### src/logic/adc_ctrl_pkg.sv
// package: register map, fields, reset values and timing for the converter control block
package adc_ctrl_pkg;
    // register word offsets (byte addresses)
    localparam logic [3:0] OFF_RESULT_LO  = 4'h0;
    localparam logic [3:0] OFF_RESULT_HI  = 4'h4;
    localparam logic [3:0] OFF_CONTROL    = 4'h8;
    localparam logic [3:0] OFF_CLOCK_SEL  = 4'hc;
    localparam logic [4:0] OFF_IRQ_STATUS = 5'h10;
    localparam logic [4:0] OFF_IRQ_MASK   = 5'h14;
    // control fields
    localparam int CTL_CHAN_LSB  = 0;
    localparam int CTL_PCFG_LSB  = 3;
    localparam int CTL_PEND_BIT  = 6;
    localparam int CTL_START_BIT = 7;
    // clock select fields
    localparam int CLK_SEL_LSB  = 0;
    localparam int CLK_TEST_BIT = 7;
    localparam logic [1:0] DIV_BY_2  = 2'h0;
    localparam logic [1:0] DIV_BY_8  = 2'h1;
    localparam logic [1:0] DIV_BY_32 = 2'h2;
    localparam logic [5:0] DIV2_HALF  = 6'h01;
    localparam logic [5:0] DIV8_HALF  = 6'h04;
    localparam logic [5:0] DIV32_HALF = 6'h10;
    // result bit 0 sits in bit 7 of the low result byte
    localparam int RES_LO_BIT = 7;
    // reset values
    localparam logic [7:0] CONTROL_RST = 8'h00;
    localparam logic [7:0] CLOCK_RST   = 8'h00;
    localparam logic [0:0] MASK_RST    = 1'h0;
    // converter clocks per conversion
    localparam logic [4:0] CONV_CLOCKS = 5'h0a;
    typedef enum logic [1:0] {
        ST_IDLE  = 2'b00,
        ST_RESET = 2'b01,
        ST_CONV  = 2'b10
    } conv_state_t;
endpackage : adc_ctrl_pkg

### src/logic/adc_clock_and_conversion_control.sv
// converter clock divider, start sequencing, pending flag, result capture and wishbone slave
// Contract
// - clock select 00/01/10 divides by 2/8/32
// - clock register bits 6:2 read zero
// - control 00100000 makes all pins analog, channel 0
// - clock 00000001 selects divide by eight
// - pending set on start rise, cleared at end
// - high byte bits 8:1, low bit7 holds 0
// - control bits 2:0 choose channel 0..3
// - control bits 5:3 set analog pin count
//
// Register access over Wishbone and the placing of the registers were left to the implementer.
`timescale 1ns/1ps
`default_nettype none
module adc_clock_and_conversion_control #(
    parameter int RES_W = 9
) (
    // clock and reset
    input  wire logic             clk_i,
    input  wire logic             rst_i,
    // wishbone slave
    input  wire logic             cyc_i,
    input  wire logic             stb_i,
    input  wire logic             we_i,
    input  wire logic [4:0]       adr_i,
    input  wire logic [3:0]       sel_i,
    input  wire logic [31:0]      dat_i,
    output logic      [31:0]      dat_o,
    output logic                  ack_o,
    // analog front end
    input  wire logic [RES_W-1:0] sample_i,
    output logic      [1:0]       channel_o,
    output logic      [3:0]       analog_pins_o,
    output logic                  powered_o,
    output logic                  sample_clk_o,
    // interrupt
    output logic                  irq_o
);
    adc_ctrl_pkg::conv_state_t state, next_state;
    logic [7:0]       control, next_control;
    logic [7:0]       clock_sel, next_clock_sel;
    logic [RES_W-1:0] result, next_result;
    logic             irq_status, next_irq_status;
    logic             irq_mask, next_irq_mask;
    logic [5:0]       div_cnt, next_div_cnt;
    logic             tick;
    logic             next_sample_clk;
    logic [4:0]       conv_cnt, next_conv_cnt;
    logic [31:0]      next_dat;
    logic             next_ack;
    logic [1:0]       next_channel;
    logic [3:0]       next_pins;
    logic             wr;
    logic             done;
    logic [5:0]       half;

    // a write lands on the edge that takes the request; at the ack edge
    // ack_o is already high, so the same request cannot write twice
    // writes without the low byte lane are dropped: every register is one byte
    assign wr = cyc_i && stb_i && we_i && !ack_o && sel_i[0];

    // divider: half period from the select code; code 11 treated as /32 but must not be used
    always_comb begin
        case (clock_sel[adc_ctrl_pkg::CLK_SEL_LSB +: 2])
            adc_ctrl_pkg::DIV_BY_2:  half = adc_ctrl_pkg::DIV2_HALF;
            adc_ctrl_pkg::DIV_BY_8:  half = adc_ctrl_pkg::DIV8_HALF;
            adc_ctrl_pkg::DIV_BY_32: half = adc_ctrl_pkg::DIV32_HALF;
            default:                 half = adc_ctrl_pkg::DIV32_HALF;
        endcase
        tick = 1'b0;
        next_div_cnt = div_cnt + 6'h01;
        next_sample_clk = sample_clk_o;
        if (!powered_o) begin
            next_div_cnt = 6'h00;
            next_sample_clk = 1'b0;
        end else if (next_div_cnt >= half) begin
            next_div_cnt = 6'h00;
            next_sample_clk = !sample_clk_o;
            tick = sample_clk_o; // one tick per full converter clock
        end
    end

    // channel and pin decode
    // follows the stored control byte, so pins and power trail a write by a clock
    always_comb begin
        next_channel = control[adc_ctrl_pkg::CTL_CHAN_LSB +: 2];
        if (control[adc_ctrl_pkg::CTL_CHAN_LSB + 2]) begin
            next_channel = channel_o; // undefined codes keep the last channel
        end
        if (control[adc_ctrl_pkg::CTL_PCFG_LSB + 2]) begin
            next_pins = 4'hf;
        end else begin
            case (control[adc_ctrl_pkg::CTL_PCFG_LSB +: 2])
                2'h1:    next_pins = 4'h1;
                2'h2:    next_pins = 4'h3;
                2'h3:    next_pins = 4'h7;
                default: next_pins = 4'h0;
            endcase
        end
    end

    // conversion sequencing and register writes
    // pending bit is cleared by completion and re-armed by a later start rise,
    // so a restart in the completing cycle still reads as busy
    always_comb begin
        next_state = state;
        next_control = control;
        next_clock_sel = clock_sel;
        next_result = result;
        next_conv_cnt = conv_cnt;
        next_irq_mask = irq_mask;
        next_irq_status = irq_status;
        done = 1'b0;
        if (wr && adr_i == {1'b0, adc_ctrl_pkg::OFF_CLOCK_SEL}) begin
            next_clock_sel = {dat_i[7], 5'h00, dat_i[1:0]};
        end
        if (wr && adr_i == adc_ctrl_pkg::OFF_IRQ_MASK) begin
            next_irq_mask = dat_i[0];
        end
        if (wr && adr_i == {1'b0, adc_ctrl_pkg::OFF_CONTROL}) begin
            // pending flag is hardware owned
            next_control = {dat_i[7], control[6], dat_i[5:0]};
        end
        case (state)
            adc_ctrl_pkg::ST_IDLE: begin
                next_conv_cnt = 5'h00;
            end
            adc_ctrl_pkg::ST_RESET: begin
                // held in reset while start stays high
                if (!next_control[adc_ctrl_pkg::CTL_START_BIT]) begin
                    next_state = adc_ctrl_pkg::ST_CONV;
                end
            end
            adc_ctrl_pkg::ST_CONV: begin
                if (tick) begin
                    next_conv_cnt = conv_cnt + 5'h01;
                end
                if (tick && conv_cnt == adc_ctrl_pkg::CONV_CLOCKS - 5'h01) begin
                    done = 1'b1;
                    next_state = adc_ctrl_pkg::ST_IDLE;
                    next_result = sample_i;
                    next_control[adc_ctrl_pkg::CTL_PEND_BIT] = 1'b0;
                end
            end
            default: next_state = adc_ctrl_pkg::ST_IDLE;
        endcase
        // start rising resets the converter from any state and sets pending
        if (next_control[adc_ctrl_pkg::CTL_START_BIT] && !control[adc_ctrl_pkg::CTL_START_BIT]) begin
            next_state = adc_ctrl_pkg::ST_RESET;
            next_control[adc_ctrl_pkg::CTL_PEND_BIT] = 1'b1;
            next_conv_cnt = 5'h00;
        end
        // power off aborts; pending is left as it was, firmware must restart
        if (!powered_o) begin
            next_state = adc_ctrl_pkg::ST_IDLE;
        end
        if (wr && adr_i == adc_ctrl_pkg::OFF_IRQ_STATUS && dat_i[0]) begin
            next_irq_status = 1'b0;
        end
        if (done) begin
            next_irq_status = 1'b1; // set wins over a same-cycle clear
        end
    end

    // bus read path; ack rises one cycle after the request and drops the next
    // unmapped offsets read zero but are still acknowledged, so a stray
    // access never stalls the bus
    always_comb begin
        next_ack = cyc_i && stb_i && !ack_o;
        next_dat = 32'h0000_0000;
        case (adr_i)
            {1'b0, adc_ctrl_pkg::OFF_RESULT_LO}: next_dat[adc_ctrl_pkg::RES_LO_BIT] = result[0];
            {1'b0, adc_ctrl_pkg::OFF_RESULT_HI}: next_dat[7:0] = result[RES_W-1:1];
            {1'b0, adc_ctrl_pkg::OFF_CONTROL}:   next_dat[7:0] = control;
            {1'b0, adc_ctrl_pkg::OFF_CLOCK_SEL}: next_dat[7:0] = clock_sel;
            adc_ctrl_pkg::OFF_IRQ_STATUS:        next_dat[0] = irq_status;
            adc_ctrl_pkg::OFF_IRQ_MASK:          next_dat[0] = irq_mask;
            default:                             next_dat = 32'h0000_0000;
        endcase
    end

    // every output is a flip-flop; irq_o is fed from the next values so it
    // moves in the same clock as the status and mask bits
    always_ff @(posedge clk_i) begin
        if (rst_i) begin
            state         <= adc_ctrl_pkg::ST_IDLE;
            control       <= adc_ctrl_pkg::CONTROL_RST;
            clock_sel     <= adc_ctrl_pkg::CLOCK_RST;
            result        <= '0;
            irq_status    <= 1'b0;
            irq_mask      <= adc_ctrl_pkg::MASK_RST;
            div_cnt       <= 6'h00;
            sample_clk_o  <= 1'b0;
            conv_cnt      <= 5'h00;
            dat_o         <= 32'h0000_0000;
            ack_o         <= 1'b0;
            channel_o     <= 2'h0;
            analog_pins_o <= 4'h0;
            powered_o     <= 1'b0;
            irq_o         <= 1'b0;
        end else begin
            state         <= next_state;
            control       <= next_control;
            clock_sel     <= next_clock_sel;
            result        <= next_result;
            irq_status    <= next_irq_status;
            irq_mask      <= next_irq_mask;
            div_cnt       <= next_div_cnt;
            sample_clk_o  <= next_sample_clk;
            conv_cnt      <= next_conv_cnt;
            dat_o         <= next_dat;
            ack_o         <= next_ack;
            channel_o     <= next_channel;
            analog_pins_o <= next_pins;
            powered_o     <= (next_pins != 4'h0);
            irq_o         <= next_irq_status && next_irq_mask;
        end
    end
endmodule : adc_clock_and_conversion_control
`default_nettype wire

### config.mk
export PLATFORM = sky130hd
export DESIGN_NAME = adc_clock_and_conversion_control
export DESIGN_NICKNAME = d
export VERILOG_FILES = /design/src/logic/adc_ctrl_pkg.sv /design/src/logic/adc_clock_and_conversion_control.sv
export SDC_FILE = /design/constraint.sdc
export NUM_CORES = 1
export LEC_CHECK = 0
export ABC_AREA = 0
export ABC_CLOCK_PERIOD_IN_PS = 4500
export BUFFER_PORTS_ARGS = -buffer_cell sky130_fd_sc_hd__buf_4
export CAP_MARGIN = 15
export CORE_MARGIN = 5
export CORE_UTILIZATION = 53
export CTS_BUF_LIST = sky130_fd_sc_hd__clkbuf_2 sky130_fd_sc_hd__clkbuf_4 sky130_fd_sc_hd__clkbuf_8
export DETAILED_ROUTE_END_ITERATION = 16
export PLACE_DENSITY = 0.87
export SETUP_SLACK_MARGIN = 0.2
export SYNTH_ARGS = -nofsm -noshare
export SYNTH_HDL_FRONTEND = slang
export SYNTH_SLANG_ARGS = --single-unit
### constraint.sdc
create_clock -name clk_i -period 4.5 [get_ports clk_i]
set_clock_uncertainty 0.1 [all_clocks]
set_input_delay 0.45 -clock clk_i [delete_from_list [all_inputs] [get_ports clk_i]]
set_output_delay 0.45 -clock clk_i [all_outputs]
set_load 0.01 [all_outputs]
# Word-level counts from Yosys, hierarchy flattened
# Cells that the tools add are included.
[totals]
out_inout_bits = 42
in_bits = 55
register_bits = 77
wordCells = 93
[classes]
bitwise = 2
add_sub_neg = 2
n_eq_ne = 18
n_lt_le_gt_ge = 1
reduce_logical = 29
mux = 23
[op_table]
columns = ["op", "count"]
rows = [
  ["$pmux 5 s2", 2],
  ["$pmux 6 s3", 1],
  ["$eq 5x4->1 const B", 3],
  ["$logic_and 1x1->1", 13],
  ["$mux 1", 11],
  ["$eq 5x5->1 const B", 2],
  ["$pmux 3 s3", 1],
  ["$mux 8", 1],
  ["$ne 2x2->1 const B", 4],
  ["$add 6x1->6 const B", 1],
  ["$eq 2x1->1 const B", 3],
  ["$eq 2x2->1 const B", 3],
  ["$ge 6x6->1", 1],
  ["$ne 3x3->1 const B", 2],
  ["$pmux 2 s3", 1],
  ["$reduce_and 3->1", 2],
  ["$reduce_or 3->1", 2],
  ["$add 5x1->5 const B", 1],
  ["$eq 5x3->1 const B", 1],
  ["$logic_not 5->1", 1],
  ["$mux 5", 1],
  ["$pmux 1 s5", 1],
  ["$logic_not 2->1", 2],
  ["$mux 2", 2],
  ["8 further kinds", 13],
]

# Depth between registers and ports, before layout
[depth]
ltp_word = 10
depth_mapped = 9
ltp_nobuf = 8

# Worst setup path before layout
# Ideal clock, no wire load.
[synth_path]
kind = "reg-to-reg"
from = "register clock_sel[0]"
to = "register conv_cnt[3]"
arrival_ns = 2.019
synth_period_minus_slack_ns = 2.240
setup_ns = 0.122
stages_incl_launch_ff = 9
t_required_ns = 4.278
path_buffers = 0
path_slack_ns = 2.260
cell_sequence = "dfxtp_1 -> nor2_1 -> ha_1 -> or3b_1 -> a21oi_1 -> a21boi_1 -> o311ai_1 -> a21oi_1 -> mux2i_1"
[synth_between]
elab_chain_cells = 7
word_cells_on_any_way = 8
cone_classes = "1 x order compare; 2 x eq/ne; 3 x mux; 2 x reduce/logical"
[synth_lines]
columns = ["item", "line", "rtl"]
rows = [
  ["start: declaration", "adc_clock_and_conversion_control.sv:41", "logic [7:0] clock_sel, next_clock_sel;"],
  ["start signal: assignment", "adc_clock_and_conversion_control.sv:188", "clock_sel <= adc_ctrl_pkg::CLOCK_RST;"],
  ["start signal: assignment", "adc_clock_and_conversion_control.sv:204", "clock_sel <= next_clock_sel;"],
  ["$eq 2x1->1 or $logic_not 2->1 (tied branches)", "adc_clock_and_conversion_control.sv:64", "case (clock_sel[adc_ctrl_pkg::CLK_SEL_LSB +: 2])"],
  ["$pmux 5 s2 (*)", "adc_clock_and_conversion_control.sv:64", ""],
  ["$ge 6x6->1 (*)", "adc_clock_and_conversion_control.sv:76", "end else if (next_div_cnt >= half) begin"],
  ["$mux 1 (*)", "adc_clock_and_conversion_control.sv:76", ""],
  ["$mux 1 (*)", "adc_clock_and_conversion_control.sv:73", "if (!powered_o) begin"],
  ["$ne 2x2->1 (no line) (*)", "n/a", ""],
  ["$reduce_and 2->1 (no line) (*)", "n/a", ""],
  ["end signal: assignment", "adc_clock_and_conversion_control.sv:210", "conv_cnt <= next_conv_cnt;"],
  ["end: declaration", "adc_clock_and_conversion_control.sv:48", "logic [4:0] conv_cnt, next_conv_cnt;"],
]
# Mark *: on every way between the ends. The rest lies on a longest branch, timed or not.
# A chain may end at the register's enable or synchronous reset.

# Final worst setup path
[layout_path]
from = "register clock_sel[1]"
to = "register conv_cnt[4]"
# The elaborated chain is that of the path after synthesis.

==> results.toml <==
[pwr]
irDropWorstVdd_mv = 0.246
power_leakage_nw = 1.20
pwr_density_cell_mw_per_mm2 = 321

[grt]
grt_max_degree = 41
antenna_found_initial = 0
grt_overflow = 0
grt_pass1_vias = 1748
grt_usage_pct = 16.3
grt_pass1_wl_um = 7960

[yosys]
synth_most_common_cell = "dfxtp_1"
synthDistinctLibCells = 42
netlist.top_cell.by_area = "dfxtp_1"
synth_area_per_cell_um2 = 9.15
synth_common_cells = "53 x dfxtp_1, 50 x nor2_1, 26 x mux2i_1"
ys_seq_elements = 53
yosys_warnings = 0
ys.flop_type = "dfxtp_1"
synth_top_area_share_pct = 44.6
synth_edf_count = 0
synth_top_cells_by_area = "dfxtp_1 45%, mux2i_1 11%, nor2_1 7.9%"
async_reset_ff_share_pct = 0
syn_inst = 260
ys_seq_area_share_pct = 44.6
syn_area_mm2 = 0.00238

[clocking]
clock_sinks = 53
root_buffer = "clkbuf_8"
clock_latency_ns = 0.31
clockBufferDepth = 2
post-cts-setup-buffer-count = 0
ctsHoldBuffers = 0
clk_pin_slew_ns = 0.10
postCtsResizedCells = 0
htreeDepth = 2
cts_buffers = 5
cts_tree = "done"

[routing]
routed-wl-met3_um = 273
routed.top_layer = "met4"
vias = 1874
drt_wl_total_um = 4900
via_per_inst = 5.23
drcViolationCount = 0
ant_nets = 0
drt_first_pass_iters = 4
drtIter0Drc = 78
wl_met2_um = 2470
wl_met1_um = 2010
wire_per_inst_um = 13.7

[placed_design]
hpwlAfterDp_um = 3530
io_buffers = 44
placed_area_mm2 = 0.00267
routabilityCongestion = 0.812

[sta]
rsz0062_at_grt = "false"
worst_pin_slew_ns = 0.806
fmax_ghz = 0.390
final-setup-viol-count = 0
finalCriticalPeriod_ns = 2.56
hold_ws_ns = 0.273
slew-limit-headroom_pct = 45.8
fin_setup_tns_ns = 0
hold_viol = 0
post-route-period-util_pct = 57.0
drv_slew = 0

[worst_setup_path]
r2r_cells = 8
end_kind = "flop"
required_ns = 4.59
worstSetupStartpointType = "flop"
path_class = "flop to flop"
arrival_ns = 2.66
crit_path_max_fanout = 7

[finish]
layout-drive-gt1-share_pct = 19.3
design_area_mm2 = 0.00281
diodes = 0
syn_to_final_growth_pct = 18.0
nNetsFinal = 366
fill_cells = 354

[floorplanning]
fp.coreArea_mm2 = 0.00435
initial_core_util_pct = 54.7
fp-row-count = 24
die-area_mm2 = 0.00593
die_x_um = 77.0
die_h_um = 77.0
pin_count = 97

[min_path]
hp-class = "primary input to flop"
hold_depth = 3

[status]
outcome = "finished, final reports clean"

[run]
maxCapViolations = 0
stage by stage:
stage	utilization [%]	total power, mW	instances	setup WS, ns
final	64.5	0.900	358	1.94
after global routing	64.5	0.934	358	1.70
after CTS	64.5	0.905	358	1.95
after detailed placement	61.3	0.529	350	1.96
after global placement	61.3	0.528	350	2.02
after floorplan	-	0.521	284	2.26
report_power, final:
part           internal (mW)  leakage (nW)  switching, mW  total [mW]
combinational         0.0196         0.700         0.0299      0.0495
sequential             0.470         0.427       0.000540       0.470
clock                  0.224        0.0687          0.156       0.380
total                  0.713          1.20          0.187       0.900
path summary, 6_finish.rpt:
kind                                    from     endpoint  slack, ns
worst min register to register    control[6]   control[6]       0.38
worst max register to register  clock_sel[1]  conv_cnt[4]       1.94
worst min-delay path             sample_i[8]    result[8]       0.27
worst max-delay path            clock_sel[1]  conv_cnt[4]       1.94
cell type report:
| class | count | area [µm²] | share of cell area, % |
|---|---|---|---|
| Sequential cell | 53 | 1060 | 37.8 |
| Tap cell | 52 | 65.1 | 2.32 |
| Clock buffer | 5 | 68.8 | 2.45 |
| Inverter | 3 | 11.3 | 0.401 |
| Timing Repair Buffer | 45 | 338 | 12.0 |
| Clock inverter | 3 | 68.8 | 2.45 |
| Multi-Input combinational cell | 197 | 1190 | 42.6 |
critical path: stages, from the launching register on:
cell and delay (ns):
dfxtp_1 0.39, nor2_1 0.07, ha_1 0.27, or3b_1 0.35, a21oi_1 0.16, a21boi_1 0.13, o311ai_1 0.64, a21oi_1 0.19
mux2i_1 0.15
registers in the layout, indices dropped and copies added (netlist names), 2 cells and up:
| name | cells |
|---|---|
| state | 2 |
| clock_sel | 3 |
| channel_o | 2 |
| conv_cnt | 5 |
| result | 9 |
| control | 8 |
| analog_pins_o | 4 |
| div_cnt | 6 |
| dat_o | 8 |
placed cells by master, fill, tap and decap left out, types with 3 or more instances in the layout:
cell type,synthesis,layout
a21oi_1,9,9
a22oi_1,7,7
a31oi_1,3,3
buf_4,24,45
clkbuf_8,0,5
conb_1,1,25
dfxtp_1,53,53
ha_1,6,6
inv_1,3,3
mux2i_1,26,26
nand2_1,13,13
nand2b_1,6,6
nand3_1,9,9
nor2_1,50,50
nor2b_1,6,6
nor3_1,6,6
or3_1,5,5
xor2_1,3,3
kinds of logic (layout without fill, tap and decap cells):
| group | count (synthesis) | after routing | share of synthesized area [%] |
|---|---|---|---|
| compound gates | 31 | 31 | 9.10 |
| xor+xnor | 5 | 5 | 1.84 |
| fa+ha+maj | 6 | 6 | 3.15 |
| buf+inv | 34 | 56 | 9.20 |
| flops | 53 | 53 | 44.6 |
| mux | 26 | 26 | 10.9 |
| other cells | 1 | 25 | 0.158 |
| simple gates | 104 | 104 | 21.0 |
layer usage:
| layer | track usage (%) | up-vias |
|---|---|---|
| met5 | 0 | - |
| met4 | 7.90 | 0 |
| met3 | 4.57 | 15 |
| met2 | 26.9 | 61 |
| met1 | 19.3 | 867 |
| li1 | - | 931 |
Note: power is estimated with default switching activity, not from simulation.
